File: src/logic/efr_pkg.sv
// Purpose: Constants for the encoder receiver fault readback word and its serial port
// Assumes: Serial pins already synchronous to CORE_CLK
// Notes:   Field positions, command codes and reset values
// Function
// Bit 14 flags first receiver true line fault, bit 15 its complement.
// Bit 13 flags a differential fault on the first receiver.
// Bit 11 flags second receiver true line fault, bit 12 its complement.
// Bit 10 flags a differential fault on the second receiver.
// Bit 8 flags index receiver true line fault, bit 9 its complement.
// Bit 7 flags a differential fault on the index receiver.
// Bit 5 flags fourth receiver true input fault, bit 6 its complement.
// Bit 4 flags a differential fault on the fourth receiver.
// Bit 3 flags a low-voltage fault on auxiliary input one.
// Bit 2 flags auxiliary input one high-voltage fault, only in TTL mode.
// Bit 1 flags a low-voltage fault on auxiliary input two.
// Bit 0 flags auxiliary input two high-voltage fault, only in TTL mode.
// Fault word returned after change-config or any unassigned command code; code returns CONFIG_WORD after CMD_CONFIG.
// Serial output changes on falling clock edge; input sampled on rising.
// Host gives at least sixteen clocks per frame; fewer discards input.
// Fault interrupt stays latched until fault status is read serially.
// Word shifts out most significant bit first, bit 15 leading.
package efr_pkg;

    // ------------------------------------------------------------
    // Word geometry
    // ------------------------------------------------------------
    localparam int WORD_BITS = 16;
    localparam int CNT_BITS  = 5;
    localparam logic [4:0] MIN_PULSES = 5'h10;

    // ------------------------------------------------------------
    // Fault word field positions
    // ------------------------------------------------------------
    localparam int FIRST_COMP_POS  = 15;
    localparam int FIRST_TRUE_POS  = 14;
    localparam int FIRST_DIFF_POS  = 13;
    localparam int SECOND_COMP_POS = 12;
    localparam int SECOND_TRUE_POS = 11;
    localparam int SECOND_DIFF_POS = 10;
    localparam int INDEX_COMP_POS  = 9;
    localparam int INDEX_TRUE_POS  = 8;
    localparam int INDEX_DIFF_POS  = 7;
    localparam int FOURTH_COMP_POS = 6;
    localparam int FOURTH_TRUE_POS = 5;
    localparam int FOURTH_DIFF_POS = 4;
    localparam int AUX1_LOW_POS    = 3;
    localparam int AUX1_HIGH_POS   = 2;
    localparam int AUX2_LOW_POS    = 1;
    localparam int AUX2_HIGH_POS   = 0;

    // ------------------------------------------------------------
    // Command field and codes
    // ------------------------------------------------------------
    localparam int CMD_HI = 15;
    localparam int CMD_LO = 13;
    localparam logic [2:0] CMD_STATUS = 3'h2;
    localparam logic [2:0] CMD_CONFIG = 3'h7;

    // ------------------------------------------------------------
    // Reset values
    // ------------------------------------------------------------
    localparam logic [15:0] WORD_RST  = 16'h0000;
    localparam logic [4:0]  CNT_RST   = 5'h00;
    localparam logic        IRQ_N_RST = 1'h1;
    localparam logic [2:0]  CMD_RST   = 3'h0;
    localparam logic        FLAG_RST  = 1'h0;
    localparam logic        CS_N_RST  = 1'h1;

    typedef enum logic [1:0] {
        RESP_ZERO   = 2'b00,
        RESP_DETAIL = 2'b01,
        RESP_STATUS = 2'b10,
        RESP_CONFIG = 2'b11
    } efr_resp_type;

endpackage

File: src/logic/efr_spi_if.sv
// Purpose: Carrier between the serial shifter and the fault core
// Assumes: One clock domain
// Notes:   Strobes are one-cycle pulses
`timescale 1ns/1ps
interface efr_spi_if;
    logic [15:0] load_word;
    logic [15:0] rx_word;
    logic        frame_start;
    logic        frame_end;
    logic        frame_full;

    modport shifter (
        input  load_word,
        output rx_word,
        output frame_start,
        output frame_end,
        output frame_full
    );

    modport core (
        output load_word,
        input  rx_word,
        input  frame_start,
        input  frame_end,
        input  frame_full
    );
endinterface

File: src/logic/efr_spi_shift.sv
// Purpose: Serial frame shifter, one register loops out and in
// Assumes: Clock and select pins sampled on CORE_CLK, slower than it
// Notes:   More than sixteen clocks pass input to output for chaining
`timescale 1ns/1ps
module efr_spi_shift (
    // Clock and reset
    input  wire logic    core_clk,
    input  wire logic    resetn,
    // Serial pins
    input  wire logic    sclk,
    input  wire logic    cs_n,
    input  wire logic    sdi,
    output logic         sdo,
    output logic         sdo_oe,
    // Core side
    efr_spi_if.shifter   bus
);

    typedef struct packed {
        logic        sclk_q;
        logic        cs_n_q;
        logic [15:0] sh_q;
        logic [4:0]  cnt_q;
        logic        sdo_q;
        logic        oe_q;
    } efr_shift_type;

    efr_shift_type st_q;
    efr_shift_type st_d;

    logic rise;
    logic fall;

    // ------------------------------------------------------------
    // Edge detection
    // ------------------------------------------------------------
    assign rise            = sclk & ~st_q.sclk_q & ~cs_n;
    assign fall            = ~sclk & st_q.sclk_q & ~cs_n;
    assign bus.frame_start = st_q.cs_n_q & ~cs_n;
    assign bus.frame_end   = ~st_q.cs_n_q & cs_n;
    assign bus.frame_full  = (st_q.cnt_q >= efr_pkg::MIN_PULSES);
    assign bus.rx_word     = st_q.sh_q;
    assign sdo             = st_q.sdo_q;
    assign sdo_oe          = st_q.oe_q;

    always_comb begin
        st_d        = st_q;
        st_d.sclk_q = sclk;
        st_d.cs_n_q = cs_n;
        if (bus.frame_start) begin
            st_d.sh_q  = bus.load_word;
            st_d.sdo_q = bus.load_word[efr_pkg::WORD_BITS-1];
            st_d.cnt_q = efr_pkg::CNT_RST;
            st_d.oe_q  = 1'h1;
        end else if (bus.frame_end) begin
            st_d.oe_q = 1'h0;
        end else if (rise) begin
            st_d.sh_q = {st_q.sh_q[14:0], sdi};
            if (!bus.frame_full) begin
                st_d.cnt_q = st_q.cnt_q + 5'h01;
            end
        end else if (fall) begin
            st_d.sdo_q = st_q.sh_q[efr_pkg::WORD_BITS-1];
        end
    end

    always_ff @(posedge core_clk or negedge resetn) begin
        if (!resetn) begin
            st_q.sclk_q <= efr_pkg::FLAG_RST;
            st_q.cs_n_q <= efr_pkg::CS_N_RST;
            st_q.sh_q   <= efr_pkg::WORD_RST;
            st_q.cnt_q  <= efr_pkg::CNT_RST;
            st_q.sdo_q  <= efr_pkg::FLAG_RST;
            st_q.oe_q   <= efr_pkg::FLAG_RST;
        end else begin
            st_q <= st_d;
        end
    end

endmodule // efr_spi_shift

File: src/logic/efr_fault_readback.sv
// Purpose: Detailed fault status word, its serial readback and the fault interrupt
// Assumes: Fault levels come from the receiver front ends, synchronous to CORE_CLK
// Notes:   Word is frozen at chip select fall; other readback words come in as ports
`timescale 1ns/1ps
module efr_fault_readback (
    // Clock and reset
    input  wire logic        CORE_CLK,
    input  wire logic        RESETN,
    // Serial port
    input  wire logic        SPI_SCLK,
    input  wire logic        SPI_CS_N,
    input  wire logic        SPI_SDI,
    output logic             FAULT_IRQ_SERIAL_OUT_PIN,
    output logic             FAULT_IRQ_SERIAL_OUT_PIN_OE,
    // Receiver line faults, bit 1 complement, bit 0 true
    input  wire logic [1:0]  FIRST_RX_LINE_FAULT,
    input  wire logic [1:0]  SECOND_RX_LINE_FAULT,
    input  wire logic [1:0]  INDEX_RX_LINE_FAULT,
    input  wire logic        FOURTH_RX_COMP_LINE_FAULT,
    input  wire logic        FOURTH_RX_TRUE_LINE_FAULT,
    // Receiver differential faults
    input  wire logic        FIRST_RX_DIFF_FAULT,
    input  wire logic        SECOND_RX_DIFF_FAULT,
    input  wire logic        INDEX_RX_DIFF_FAULT,
    input  wire logic        FOURTH_RX_DIFF_FAULT,
    // Auxiliary input faults and modes
    input  wire logic        AUX_IN_ONE_LOW_FAULT,
    input  wire logic        AUX_IN_ONE_HIGH_FAULT,
    input  wire logic        AUX_IN_TWO_LOW_FAULT,
    input  wire logic        AUX_IN_TWO_HIGH_FAULT,
    input  wire logic        AUX_ONE_TTL_MODE,
    input  wire logic        AUX_TWO_TTL_MODE,
    // Other readback words
    input  wire logic [15:0] STATUS_WORD,
    input  wire logic [15:0] CONFIG_WORD,
    // Interrupt and command view
    output logic             FAULT_IRQ_N,
    output logic [2:0]       LAST_COMMAND,
    output logic             LAST_COMMAND_VALID
);

    // ------------------------------------------------------------
    // State
    // ------------------------------------------------------------
    typedef struct packed {
        efr_pkg::efr_resp_type resp_q;
        logic                  irq_n_q;
        logic [15:0]           prev_q;
        logic [2:0]            cmd_q;
        logic                  cmd_vld_q;
        logic                  late_q;
    } efr_core_type;

    efr_core_type st_q;
    efr_core_type st_d;

    efr_spi_if    spi ();

    logic [15:0]  raw_word;
    logic [15:0]  allow;
    logic [15:0]  fault_word;
    logic [15:0]  new_fault;
    logic [2:0]   rx_cmd;
    logic         read_done;

    logic         frame_taken;
    logic         irq_set;
    logic         irq_clear;
    logic         late_set;
    efr_pkg::efr_resp_type next_resp;

    // ------------------------------------------------------------
    // Raw fault word assembly
    // ------------------------------------------------------------
    always_comb begin
        raw_word = efr_pkg::WORD_RST;
        // First receiver
        raw_word[efr_pkg::FIRST_COMP_POS]  = FIRST_RX_LINE_FAULT[1];
        raw_word[efr_pkg::FIRST_TRUE_POS]  = FIRST_RX_LINE_FAULT[0];
        raw_word[efr_pkg::FIRST_DIFF_POS]  = FIRST_RX_DIFF_FAULT;

        // Second receiver
        raw_word[efr_pkg::SECOND_COMP_POS] = SECOND_RX_LINE_FAULT[1];
        raw_word[efr_pkg::SECOND_TRUE_POS] = SECOND_RX_LINE_FAULT[0];
        raw_word[efr_pkg::SECOND_DIFF_POS] = SECOND_RX_DIFF_FAULT;

        // Index receiver
        raw_word[efr_pkg::INDEX_COMP_POS]  = INDEX_RX_LINE_FAULT[1];
        raw_word[efr_pkg::INDEX_TRUE_POS]  = INDEX_RX_LINE_FAULT[0];
        raw_word[efr_pkg::INDEX_DIFF_POS]  = INDEX_RX_DIFF_FAULT;

        // Fourth receiver
        raw_word[efr_pkg::FOURTH_COMP_POS] = FOURTH_RX_COMP_LINE_FAULT;
        raw_word[efr_pkg::FOURTH_TRUE_POS] = FOURTH_RX_TRUE_LINE_FAULT;
        raw_word[efr_pkg::FOURTH_DIFF_POS] = FOURTH_RX_DIFF_FAULT;

        // Auxiliary input one
        raw_word[efr_pkg::AUX1_LOW_POS]    = AUX_IN_ONE_LOW_FAULT;
        raw_word[efr_pkg::AUX1_HIGH_POS]   = AUX_IN_ONE_HIGH_FAULT;

        // Auxiliary input two
        raw_word[efr_pkg::AUX2_LOW_POS]    = AUX_IN_TWO_LOW_FAULT;
        raw_word[efr_pkg::AUX2_HIGH_POS]   = AUX_IN_TWO_HIGH_FAULT;
    end

    // ------------------------------------------------------------
    // Mode gating of high-voltage bits
    // ------------------------------------------------------------
    // High faults mean nothing outside TTL mode, so they are forced to zero
    always_comb begin
        allow = 16'hFFFF;
        allow[efr_pkg::AUX1_HIGH_POS] = AUX_ONE_TTL_MODE;
        allow[efr_pkg::AUX2_HIGH_POS] = AUX_TWO_TTL_MODE;
    end

    genvar gi;
    generate
        for (gi = 0; gi < efr_pkg::WORD_BITS; gi++) begin : g_bit
            assign fault_word[gi] = raw_word[gi] & allow[gi];
            assign new_fault[gi]  = fault_word[gi] & ~st_q.prev_q[gi];
        end
    endgenerate

    // ------------------------------------------------------------
    // Serial shifter
    // ------------------------------------------------------------
    efr_spi_shift u_shift (
        .core_clk (CORE_CLK),
        .resetn   (RESETN),
        .sclk     (SPI_SCLK),
        .cs_n     (SPI_CS_N),
        .sdi      (SPI_SDI),
        .sdo      (FAULT_IRQ_SERIAL_OUT_PIN),
        .sdo_oe   (FAULT_IRQ_SERIAL_OUT_PIN_OE),
        .bus      (spi.shifter)
    );

    // ------------------------------------------------------------
    // Readback selection
    // ------------------------------------------------------------
    // Word is chosen by the previous command; none yet gives zeros
    always_comb begin
        unique case (st_q.resp_q)
            efr_pkg::RESP_ZERO:   spi.load_word = efr_pkg::WORD_RST;
            efr_pkg::RESP_DETAIL: spi.load_word = fault_word;
            efr_pkg::RESP_STATUS: spi.load_word = STATUS_WORD;
            efr_pkg::RESP_CONFIG: spi.load_word = CONFIG_WORD;
        endcase
    end

    assign rx_cmd      = spi.rx_word[efr_pkg::CMD_HI:efr_pkg::CMD_LO];
    assign frame_taken = spi.frame_end & spi.frame_full;
    assign read_done   = frame_taken & (st_q.resp_q == efr_pkg::RESP_DETAIL);

    // ------------------------------------------------------------
    // Command decode
    // ------------------------------------------------------------
    // Every code without a readback of its own asks for the detailed word
    always_comb begin
        next_resp = efr_pkg::RESP_DETAIL;
        if (rx_cmd == efr_pkg::CMD_STATUS) begin
            next_resp = efr_pkg::RESP_STATUS;
        end else if (rx_cmd == efr_pkg::CMD_CONFIG) begin
            next_resp = efr_pkg::RESP_CONFIG;
        end
    end

    // ------------------------------------------------------------
    // Interrupt latch
    // ------------------------------------------------------------
    // A fault rising after the word froze was never shown to the host
    // One more flag, so a read never clears a fault it did not carry
    assign irq_set   = |new_fault;
    assign late_set  = irq_set & FAULT_IRQ_SERIAL_OUT_PIN_OE;
    assign irq_clear = read_done & ~st_q.late_q;

    // ------------------------------------------------------------
    // Next state
    // ------------------------------------------------------------
    always_comb begin
        st_d        = st_q;
        st_d.prev_q = fault_word;
        // Short frames leave the pending readback untouched
        if (frame_taken) begin
            st_d.cmd_q     = rx_cmd;
            st_d.cmd_vld_q = 1'h1;
            st_d.resp_q    = next_resp;
        end
        // The frozen word already holds a fault rising at chip select fall
        if (spi.frame_start) begin
            st_d.late_q = 1'h0;
        end else if (late_set) begin
            st_d.late_q = 1'h1;
        end
        // A fault arriving with the read keeps the line asserted
        if (irq_set) begin
            st_d.irq_n_q = 1'h0;
        end else if (irq_clear) begin
            st_d.irq_n_q = 1'h1;
        end
    end

    always_ff @(posedge CORE_CLK or negedge RESETN) begin
        if (!RESETN) begin
            st_q.resp_q    <= efr_pkg::RESP_ZERO;
            st_q.irq_n_q   <= efr_pkg::IRQ_N_RST;
            st_q.prev_q    <= efr_pkg::WORD_RST;
            st_q.cmd_q     <= efr_pkg::CMD_RST;
            st_q.cmd_vld_q <= efr_pkg::FLAG_RST;
            st_q.late_q    <= efr_pkg::FLAG_RST;
        end else begin
            st_q <= st_d;
        end
    end

    // ------------------------------------------------------------
    // Outputs
    // ------------------------------------------------------------
    assign FAULT_IRQ_N        = st_q.irq_n_q;
    assign LAST_COMMAND       = st_q.cmd_q;
    assign LAST_COMMAND_VALID = st_q.cmd_vld_q;

endmodule // efr_fault_readback

File: config.mk
export PLATFORM = sky130hd
export DESIGN_NAME = efr_fault_readback
export DESIGN_NICKNAME = d
export VERILOG_FILES = /design/src/logic/efr_pkg.sv /design/src/logic/efr_spi_if.sv /design/src/logic/efr_spi_shift.sv /design/src/logic/efr_fault_readback.sv
export SDC_FILE = /design/constraint.sdc
export NUM_CORES = 1
export LEC_CHECK = 0
export ABC_AREA = 0
export CORE_MARGIN = 1.5
export CORE_UTILIZATION = 53
export DETAILED_ROUTE_END_ITERATION = 10
export DONT_BUFFER_PORTS = 1
export PLACE_DENSITY = 0.68
export SLEW_MARGIN = 20
export SYNTH_ARGS = -nofsm -noshare
export SYNTH_HDL_FRONTEND = slang
export SYNTH_SLANG_ARGS = --single-unit
File: constraint.sdc
create_clock -name CORE_CLK -period 3.7 [get_ports CORE_CLK]
set_input_delay 0.37 -clock CORE_CLK [delete_from_list [all_inputs] [get_ports CORE_CLK]]
set_output_delay 0.37 -clock CORE_CLK [all_outputs]
set_load 0.02 [all_outputs]
==> impl_metrics.csv, run 1 <==
group,metric,value,unit
drt,first_pass_iters,10,
die,pin_count,62,
global_routing,met3_usage,5.063,%
power_and_ir_drop,peakVddDrop,0.1851,mV
placement,gp_congestion,0.7179,
final_layout,syn_to_final_growth,3.461,%
global_routing,antenna_found_initial,0,
worst_setup_path,reg2reg_to,"u_shift.bus.rx_word[15]$_DFFE_PN0P_",
drt,routed_wl,4811,um
final_layout,mostFrequentLayoutCells,"dfrtp_1 (47), nor2_1 (27), a22oi_1 (17), a211oi_1 (17), a21o_1 (16)",
placement,place_ws,1447,ps
outcome,run_status,"finished, violations left",
worst_setup_path,reg2reg_slack,1550,ps
logic_synthesis,synth_seq_cells,49,
drt,post-route-drc-count,4,
hold_path,hp-start,"SPI_CS_N",
global_routing,track_usage,20.34,%
global_routing,use_met2,32.51,%
worst_setup_path,reg2reg_from,"st_q[22]$_DFFE_PN0N_",
worst_setup_path,arrival,2390,ps
logic_synthesis,syn_area,2495,um^2
logic_synthesis,ys_seq_area_share,49.25,%
clocking,cts-resized-gates,0,
global_routing,busiest_layer,"met2",
drt,ant_nets,0,
clocking,cts_buffers,5,
sta,hold_viol,0,
clocking,clock_path_buffers,2,
sta,finalSetupViolCount,0,
sta,final.setup.tns,0,ps
global_routing,grt_start_max_net_pins,50,
worst_setup_path,setup.worst_path.end_class,"flip-flop",
placement,dp_hpwl,3461,um
clocking,cts_tree,"built",
final_layout,seq_area,1229,um^2
clocking,ctsHoldBuffers,2,
sta,max_freq,465.9,MHz
hold_path,hp-class,"in2reg",
sta,timing.final.crit_share,58.00,%
power_and_ir_drop,p_per_area,483.4,nW/um^2
final_layout,multi_input_comb_area,1119,um^2
hold_path,min_to,"u_shift.st_q[23]$_DFF_PN1_",
drt,vias,1667,
logic_synthesis,syn_avg_cell_area,10.99,um^2
drt,drt-initial-drc-count,136,
die,rows,24,
die,initial_utilization,56.14,%
run,maxCapViolCount,0,
sta,finClkSkew,5.777,ps
drt,vias_per_cell,6.129,
clocking,htreeDepth,2,
sta,worstMarginPinSlew,894.1,ps
clocking,cts-root-buf,"clkbuf_8",
sta,worst_slack,1554,ps
logic_synthesis,syn_inst,227,
final_layout,diodes,0,
logic_synthesis,yosysWarnings,0,
logic_synthesis,syn_nets,286,
sta,rsz0062_at_grt,"no",
die,core,4444,um^2
logic_synthesis,synth_cell_type_count,36,
die,die_w,71.61,um
sta,slew_headroom,40.40,%
global_routing,grt_use_met1,27.21,%
placement,portBuffers,0,
sta,slew_viol_final,0,
final_layout,fin_nets,278,
hold_path,hold_depth,0,
drt,wl_per_cell,17.69,um
die,dieArea,5128,um^2
clocking,post_cts_buffers,0,
clocking,clk_latency,300,ps
global_routing,grt_pass1_wl,8176,um
placement,dpl_cell_area,2454,um^2
clocking,clkSinkCount,49,
die,die_h,71.61,um
outcome,violations,"DRC",
worst_setup_path,reg2reg_depth,4,
worst_setup_path,crit_type,"reg2reg",
final_layout,layout-drive-gt1-share,16.36,%
worst_setup_path,worstPathRequired,3940,ps
final_layout,final_area,2581,um^2
final_layout,mostFrequentLayoutCell,"dfrtp_1",
global_routing,first_global_vias,1720,
sta,fin_crit,2146,ps
power_and_ir_drop,p_leak,1.217,nW
clocking,clk_pin_slew,90,ps
worst_setup_path,start_kind,"flip-flop",
global_routing,grt-ovfl-total,0,
worst_setup_path,critPathMaxFanout,18,
final_layout,fillers,386,
## registers in the layout, summed over array words and instances (netlist names)
name	flops
FAULT_IRQ_N	1
LAST_COMMAND	3
LAST_COMMAND_VALID	1
st_q	19
u_shift.bus.rx_word	16
u_shift.sdo	1
u_shift.sdo_oe	1
u_shift.st_q	7
## final cells by class
type / count / share of cell area (%)
clock buffer: 6 / 2.811
clock inverter: 2 / 0.3878
inverter: 11 / 1.600
multi-input combinational: 149 / 43.33
sequential: 49 / 47.60
tap: 52 / 2.521
timing repair buffer: 3 / 1.745
## cells in the mapped netlist
cell        n  area share (%)
dfrtp_1    47              47
nor2_1     27             4.1
a211oi_1   17             5.1
a22oi_1    17             5.1
a21o_1     16             4.8
inv_1      11             1.7
mux2_2     11             5.0
nor2b_1    10             2.5
mux2_4      9             5.4
nand2_1     8             1.2
buf_2       7             1.4
buf_6       4             1.8
clkbuf_1    4            0.60
ha_1        4             2.0
o21ai_0     4            0.80
a2111oi_0   3             1.1
buf_4       3            0.90
nand3_1     3            0.60
a21oi_1     2            0.40
dfstp_2     2             2.1
nor3_1      2            0.40
xor2_1      2            0.70
a221oi_1    1            0.35
and4b_1     1            0.40
mux2i_1     1            0.40
nand2b_1    1            0.25
nor2b_4     1            0.55
nor3b_1     1            0.30
nor3b_2     1            0.50
nor4b_1     1            0.35
o21ba_2     1            0.40
o21bai_1    1            0.30
o221ai_1    1            0.35
o31a_1      1            0.35
o41ai_1     1            0.35
or3b_2      1            0.35
## cell families (layout without fill, tap and decap cells)
family	after synthesis	in the layout	synth area share, %
AOI/OAI and AO/OA	65	65	19.41
xor gates and xnor gates	2	2	0.7022
adders and majority gates	4	4	2.006
buffers and inverters	29	22	6.369
DFF	49	49	49.25
muxes	21	21	10.78
and+or+nand+nor	57	57	11.48
## worst max path at each step
stage | slack, ps | from | to | depth (start not counted)
after floorplan | 2110 | u_shift.st_q[23]$_DFF_PN1_ | u_shift.bus.rx_word[10]$_DFFE_PN0P_ | 6
after global placement | 1570 | SPI_CS_N | u_shift.st_q[6]$_DFFE_PN0P_ | 6
after detailed placement | 1450 | SPI_CS_N | u_shift.bus.rx_word[6]$_DFFE_PN0P_ | 6
after CTS | 1490 | u_shift.st_q[23]$_DFF_PN1_ | u_shift.bus.rx_word[6]$_DFFE_PN0P_ | 5
after global routing | 1360 | st_q[22]$_DFFE_PN0N_ | u_shift.bus.rx_word[6]$_DFFE_PN0P_ | 4
final | 1550 | st_q[22]$_DFFE_PN0N_ | u_shift.bus.rx_word[15]$_DFFE_PN0P_ | 4
## per-layer routing
layer | wire [um] | up-vias
met3 | 331 | 7
met1 | 2079 | 807
li1 | - | 792
met5 | 0 | -
met4 | 61 | 0
met2 | 2339 | 61
## critical path, stage by stage (launching register included)
cell and delay, ps:
dfrtp_1 930, nor2b_4 530, a22oi_1 220, a211oi_1 290, a21o_1 100
## stage by stage
stage | hold WS, ps | util [%] | instances | power [mW]
floorplan | 74.41 | - | 227 | 0.9046
global placement | 75.53 | 55.21 | 262 | 0.9202
detailed placement | 75.58 | 55.21 | 262 | 0.9428
CTS | 54.25 | 57.91 | 272 | 1.259
global route | 47.37 | 58.08 | 272 | 1.316
finish | 59.12 | 58.08 | 272 | 1.248
## where the power goes
part,switching [mW],internal (mW),leakage (nW)
registers,0.0851,0.615,0.609
logic,0.110,0.134,0.563
clock network,0.172,0.131,0.0450
total,0.367,0.881,1.22
Note: power is estimated with default switching activity, not from simulation.
==> inputs of run 2 (changes only) <==
- ABC_AREA: 0 -> 1
- PLACE_DENSITY: 0.68 -> 0.71
- clock period: 3.7 -> 1.8 ns (I/O delays scaled with it)
==> impl_metrics.csv, run 2 <==
group,metric,value,unit
logic_synthesis,synth_compound_area_share,14.92,%
logic_synthesis,synth_top_area_share,44.95,%
worst_setup_path,setup.worst_path.end_class,"flip-flop",
die,rows,25,
logic_synthesis,ys_seq_area_share,46.96,%
drt,wl_met3,227,um
clocking,clk_latency,300,ps
logic_synthesis,synthSimpleGateAreaFrac,26.35,%
clocking,clk_pin_slew,90,ps
placement,gp_congestion,0.7571,
logic_synthesis,synthTopCellsByArea,"dfrtp_1 (45%), nand2_1 (13%), a21oi_2 (6.0%)",
logic_synthesis,syn_area,2616,um^2
drt,top_layer,"met4",
worst_setup_path,crit_type,"reg2reg",
global_routing,first_global_vias,1960,
logic_synthesis,syn_inst,306,
drt,vias_per_cell,4.962,
sta,slew_viol_final,0,
sta,finalSetupViolCount,0,
final_layout,largest_reg_flops,19,
clocking,cts-root-buf,"clkbuf_8",
worst_setup_path,start_kind,"flip-flop",
drt,first_pass_iters,4,
power_and_ir_drop,p_per_area,1106,nW/um^2
sta,rsz0062_at_grt,"no",
clocking,clock_path_buffers,2,
logic_synthesis,synth_cell_type_count,34,
final_layout,fin_nets,382,
logic_synthesis,synthTopCellsByCount,"nand2_1 (91), dfrtp_1 (47), inv_1 (31), nor2_1 (25), a21oi_2 (18)",
placement,portBuffers,0,
logic_synthesis,syn_nets,365,
die,die_w,73.26,um
logic_synthesis,synth_flop_cell,"dfrtp_1",
worst_setup_path,startpoint,"u_shift.st_q[23]$_DFF_PN1_",
logic_synthesis,async_flop_share,100.0,%
sta,worstMarginPinSlew,389.5,ps
final_layout,layout-drive-gt1-share,21.30,%
placement,dp_hpwl,3621,um
clocking,post_cts_buffers,0,
worst_setup_path,reg2reg_from,"u_shift.st_q[23]$_DFF_PN1_",
drt,met2_length,2489,um
drt,post-route-drc-count,0,
logic_synthesis,yosys.area.top_type,"dfrtp_1",
die,core,4755,um^2
logic_synthesis,syn_avg_cell_area,8.550,um^2
worst_setup_path,critPathMaxFanout,18,
sta,fin_crit,1575,ps
clocking,htreeDepth,2,
drt,ant_nets,0,
run,maxCapViolCount,0,
die,die_h,73.26,um
clocking,ctsHoldBuffers,18,
power_and_ir_drop,p_leak,1.398,nW
power_and_ir_drop,peakVddDrop,0.5352,mV
drt,drt-initial-drc-count,111,
logic_synthesis,synth_enable_flop_cells,0,
sta,timing.final.crit_share,87.50,%
sta,slew_headroom,73.97,%
drt,routed_wl,5170,um
final_layout,mostFrequentLayoutCell,"nand2_1",
worst_setup_path,arrival,1760,ps
hold_path,hp-start,"AUX_ONE_TTL_MODE",
logic_synthesis,synth_top_family_by_area,"simple AND/OR/NAND/NOR gates",
die,dieArea,5367,um^2
final_layout,diodes,0,
logic_synthesis,yosys.cell_count.top_type,"nand2_1",
sta,final.setup.tns,0,ps
final_layout,mostFrequentLayoutCells,"nand2_1 (91), dfrtp_1 (47), inv_1 (31), nor2_1 (25), a21oi_2 (18)",
worst_setup_path,worstPathRequired,1980,ps
logic_synthesis,synthXorXnorAreaFrac,0.3348,%
logic_synthesis,synth_seq_cells,49,
drt,vias,1940,
final_layout,largest_register,"st_q",
clocking,cts-resized-gates,0,
drt,wl_per_cell,13.22,um
placement,place_inst,365,
logic_synthesis,synth_adder_area_share,1.913,%
clocking,cts_buffers,5,
clocking,cts_tree,"built",
final_layout,syn_to_final_growth,12.24,%
global_routing,antenna_found_initial,0,
global_routing,grt_start_max_net_pins,50,
sta,hold_viol,0,
drt,drt-met1-wl,2387,um
clocking,clkSinkCount,49,
outcome,run_status,"finished, final reports clean",
sta,max_freq,634.9,MHz
die,initial_utilization,55.03,%
hold_path,hp-class,"in2reg",
global_routing,grt_pass1_wl,8521,um
logic_synthesis,yosysWarnings,0,
global_routing,track_usage,20.84,%
final_layout,fin_cells,391,
sta,finClkSkew,5.555,ps
logic_synthesis,synthMuxAreaShare,0,%
die,pin_count,62,
global_routing,grt-ovfl-total,0,
## run 2: changes by cell type after synthesis, moves of 11 or more
cell | previous run | this run
a21oi_2 | 0 | 18
a22oi_1 | 17 | 1
inv_1 | 11 | 31
mux2_2 | 11 | 0
nand2_1 | 8 | 91
a21o_1 | 16 | 0
nand2_2 | 0 | 11
a21oi_1 | 2 | 14
a211oi_1 | 17 | 0
## run 2: power breakdown
part	total [mW]	internal, mW	switching, mW
Sequential	1.52	1.31	0.210
Clock	0.802	0.453	0.349
Combinational	0.930	0.372	0.558
Total	3.25	2.13	1.12
## run 2: metal layers
layer  GRT usage, %  up-vias
li1               -      993
met1          26.79      884
met2          34.95       55
met3          4.527        8
met4          6.918        0
met5              0        -
## run 2: cell families after synthesis
logic type / Yosys count
fa+ha+maj: 4
simple gates: 151
buf+inv: 49
flops: 49
compound gates: 52
xor+xnor: 1
## run 2: worst max-delay path, cell delays in order (launching register included)
cell     delay [ps]
dfstp_2         540
inv_1            60
ha_1            230
inv_1            80
nand3_2         100
nand2_4         100
inv_4           100
a21oi_1         180
a22oi_2          60
## run 2: layout make-up
| class | count | area, um^2 |
|---|---|---|
| fill | 441 | 1818 |
| sequential | 49 | 1229 |
| multi-input combinational | 208 | 1139 |
| timing repair buffer | 22 | 227.7 |
| inverter | 37 | 141.4 |
| clock buffer | 7 | 86.33 |
| tap | 67 | 83.83 |
| clock inverter | 1 | 30.03 |
## run 2: worst paths after layout
check,end,cells past startpoint,slack [ps]
min in group asynchronous,st_q[20]$_DFF_PN0_,2,380
max,u_shift.bus.rx_word[15]$_DFFE_PN0P_,8,220
max in group asynchronous,u_shift.st_q[23]$_DFF_PN1_,2,1140
max reg2reg,u_shift.bus.rx_word[15]$_DFFE_PN0P_,8,220
min reg2reg,u_shift.bus.rx_word[0]$_DFFE_PN0P_,2,520
min,st_q[7]$_DFF_PN0_,2,50
## run 2: per-stage QoR
step	hold WS, ps	instance area, um^2	utilization (%)	power (mW)	setup WS (ps)
after floorplan	-115.6	2616	-	2.312	275.1
after global placement	-114.1	2623	55.16	2.393	296.6
after detailed placement	-114.3	2623	55.16	2.430	228.3
after CTS	39.44	2937	61.76	3.304	216.0
after global routing	50.28	2937	61.76	3.471	144.0
final	47.39	2937	61.76	3.249	224.9
==> inputs of run 3 (changes only) <==
--- a/config.mk
+++ b/config.mk
@@ -8,2 +8,3 @@
 export ABC_AREA = 1
+export CORE_ASPECT_RATIO = 0.8
 export CORE_MARGIN = 1.5
==> constraint.sdc (replaced) <==
create_clock -name CORE_CLK -period 1.8 [get_ports CORE_CLK]
set_input_delay 0.54 -clock CORE_CLK [delete_from_list [all_inputs] [get_ports CORE_CLK]]
set_output_delay 0.54 -clock CORE_CLK [all_outputs]
set_load 0.02 [all_outputs]
==> impl_metrics.csv, run 3 (same netlist as run 2, synthesis figures left out) <==
group,metric,value,unit
outcome,run_status,"finished, final reports clean",
clocking,ctsHoldBuffers,1,
worst_setup_path,crit_buf_inv,3,
placement,dp_hpwl,3702,um
global_routing,first_global_vias,1786,
worst_setup_path,critPathMaxFanout,18,
clocking,cts-root-buf,"clkbuf_8",
clocking,cts_tree,"built",
die,pin_count,62,
drt,drt-met1-wl,2430,um
drt,wl_met3,293,um
sta,rsz0062_at_grt,"no",
sta,fin_crit,1613,ps
worst_setup_path,crit_family,"flip-flops",
sta,final.setup.tns,0,ps
sta,worstMarginPinSlew,357.4,ps
worst_setup_path,crit_slowest_cell,"dfstp_2",
global_routing,antenna_found_initial,0,
drt,ant_nets,0,
power_and_ir_drop,switching_share,35.45,%
drt,vias_per_cell,5.106,
worst_setup_path,setup.worst_path.end_class,"flip-flop",
worst_setup_path,worstPathRequired,1990,ps
final_layout,largest_reg_flops,19,
clocking,cts_buffers,5,
drt,wl_per_cell,13.88,um
power_and_ir_drop,p_leak,1.328,nW
drt,top_layer,"met4",
run,maxCapViolCount,0,
sta,finClkSkew,13.15,ps
sta,finalSetupViolCount,0,
power_and_ir_drop,p_per_area,1162,nW/um^2
drt,routed_wl,5107,um
placement,dpl_cell_area,2621,um^2
final_layout,layout-drive-gt1-share,23.05,%
die,initial_utilization,55.91,%
die,die_w,81.55,um
power_and_ir_drop,p_int,2.073,mW
final_layout,largest_register,"st_q",
placement,place_inst,359,
drt,first_pass_iters,4,
global_routing,grt_pass1_wl,8224,um
worst_setup_path,crit_type,"reg2reg",
power_and_ir_drop,pwr-share-comb,28.3,%
placement,portBuffers,0,
sta,timing.final.crit_share,89.62,%
global_routing,grt-ovfl-total,0,
sta,slew_viol_final,0,
power_and_ir_drop,p_sw,1.138,mW
final_layout,mostFrequentLayoutCell,"nand2_1",
sta,slew_headroom,76.12,%
die,rows,22,
hold_path,hp-class,"in2async",
power_and_ir_drop,seqPwrFrac,47.2,%
drt,met2_length,2335,um
drt,vias,1879,
global_routing,track_usage,20.61,%
worst_setup_path,path_common_cell,"inv_1",
power_and_ir_drop,p_clk_share,24.5,%
die,core,4679,um^2
final_layout,fin_nets,366,
final_layout,mostFrequentLayoutCells,"nand2_1 (91), dfrtp_1 (47), inv_1 (31), nor2_1 (25), a21oi_2 (18)",
worst_setup_path,timing.critical_path.cells,"inv_1, ha_1, inv_1, nand3_2, nand2_4, inv_4, a21oi_1, a21oi_2",
clocking,clkSinkCount,49,
clocking,clk_pin_slew,100,ps
sta,max_freq,619.9,MHz
clocking,cts-resized-gates,0,
clocking,clock_path_buffers,2,
clocking,clk_latency,310,ps
sta,hold_viol,0,
final_layout,final_area,2764,um^2
final_layout,syn_to_final_growth,5.643,%
worst_setup_path,start_kind,"flip-flop",
worst_setup_path,slowest_delay,550,ps
final_layout,diodes,0,
clocking,htreeDepth,2,
die,dieArea,5369,um^2
power_and_ir_drop,peakVddDrop,0.7109,mV
clocking,post_cts_buffers,0,
placement,gp_congestion,0.7665,
worst_setup_path,arrival,1800,ps
drt,drt-initial-drc-count,87,
global_routing,grt_start_max_net_pins,48,
final_layout,fin_cells,368,
die,die_h,65.84,um
drt,post-route-drc-count,0,
run 3: cell count changes in the layout (fill, tap and decap cells not counted):
cell,previous run,this run
clkbuf_8,6,5
buf_4,4,5
clkinvlp_4,0,1
clkbuf_1,1,0
dlygate4sd3_1,17,0
clkinv_4,0,1
run 3: area by class of cell:
cell class | count | area (um^2)
clock inverter | 3 | 46.29
fill | 421 | 1916
inverter | 37 | 141.4
tap | 60 | 75.07
timing repair buffer | 6 | 65.06
multi-input combinational | 208 | 1139
sequential | 49 | 1229
clock buffer | 5 | 68.82
run 3: path summary, 6_finish.rpt:
check                      cells past startpoint  slack [ps]                          startpoint                                 end
max                                            8         190          u_shift.st_q[23]$_DFF_PN1_  u_shift.bus.rx_word[1]$_DFFE_PN0P_
min                                            0          60                              RESETN             FAULT_IRQ_N$_DFFE_PN1P_
max reg2reg                                    8         190          u_shift.st_q[23]$_DFF_PN1_  u_shift.bus.rx_word[1]$_DFFE_PN0P_
min reg2reg                                    2         520  u_shift.bus.rx_word[1]$_DFFE_PN0P_  u_shift.bus.rx_word[1]$_DFFE_PN0P_
max in group asynchronous                      1        1510                              RESETN  u_shift.bus.rx_word[3]$_DFFE_PN0P_
min in group CORE_CLK                          0         220                            SPI_CS_N          u_shift.st_q[23]$_DFF_PN1_
run 3: worst register-to-register path, cell delays in order (launching register included):
cell     delay [ps]
dfstp_2         550
inv_1            60
ha_1            250
inv_1            90
nand3_2         100
nand2_4         100
inv_4           100
a21oi_1         190
a21oi_2          70
run 3: per-layer routing:
| metal | GRT usage (%) | vias up |
|---|---|---|
| li1 | - | 960 |
| met1 | 27.64 | 866 |
| met2 | 33.37 | 48 |
| met3 | 4.690 | 5 |
| met4 | 5.819 | 0 |
| met5 | 0 | - |
run 3: power by group through the flow:
stage,logic [mW],clock network (mW),registers (mW)
5_1_grt,1.03,0.855,1.54
2_1_floorplan,0.846,0,1.47
6_report,0.908,0.788,1.52
3_5_place_dp,0.889,0,1.53
3_3_place_gp,0.859,0,1.53
4_1_cts,0.923,0.801,1.51
run 3: per-stage QoR:
| stage | util (%) | power (mW) | worst slack [ps] | hold slack (ps) |
|---|---|---|---|---|
| after floorplan | - | 2.312 | 228.4 | 244.4 |
| after global placement | 56.02 | 2.389 | 262.3 | 245.5 |
| after detailed placement | 56.02 | 2.423 | 198.6 | 245.5 |
| after CTS | 59.06 | 3.238 | 189.2 | 55.44 |
| after global routing | 59.06 | 3.427 | 83.21 | 42.13 |
| final | 59.06 | 3.211 | 186.9 | 60.58 |
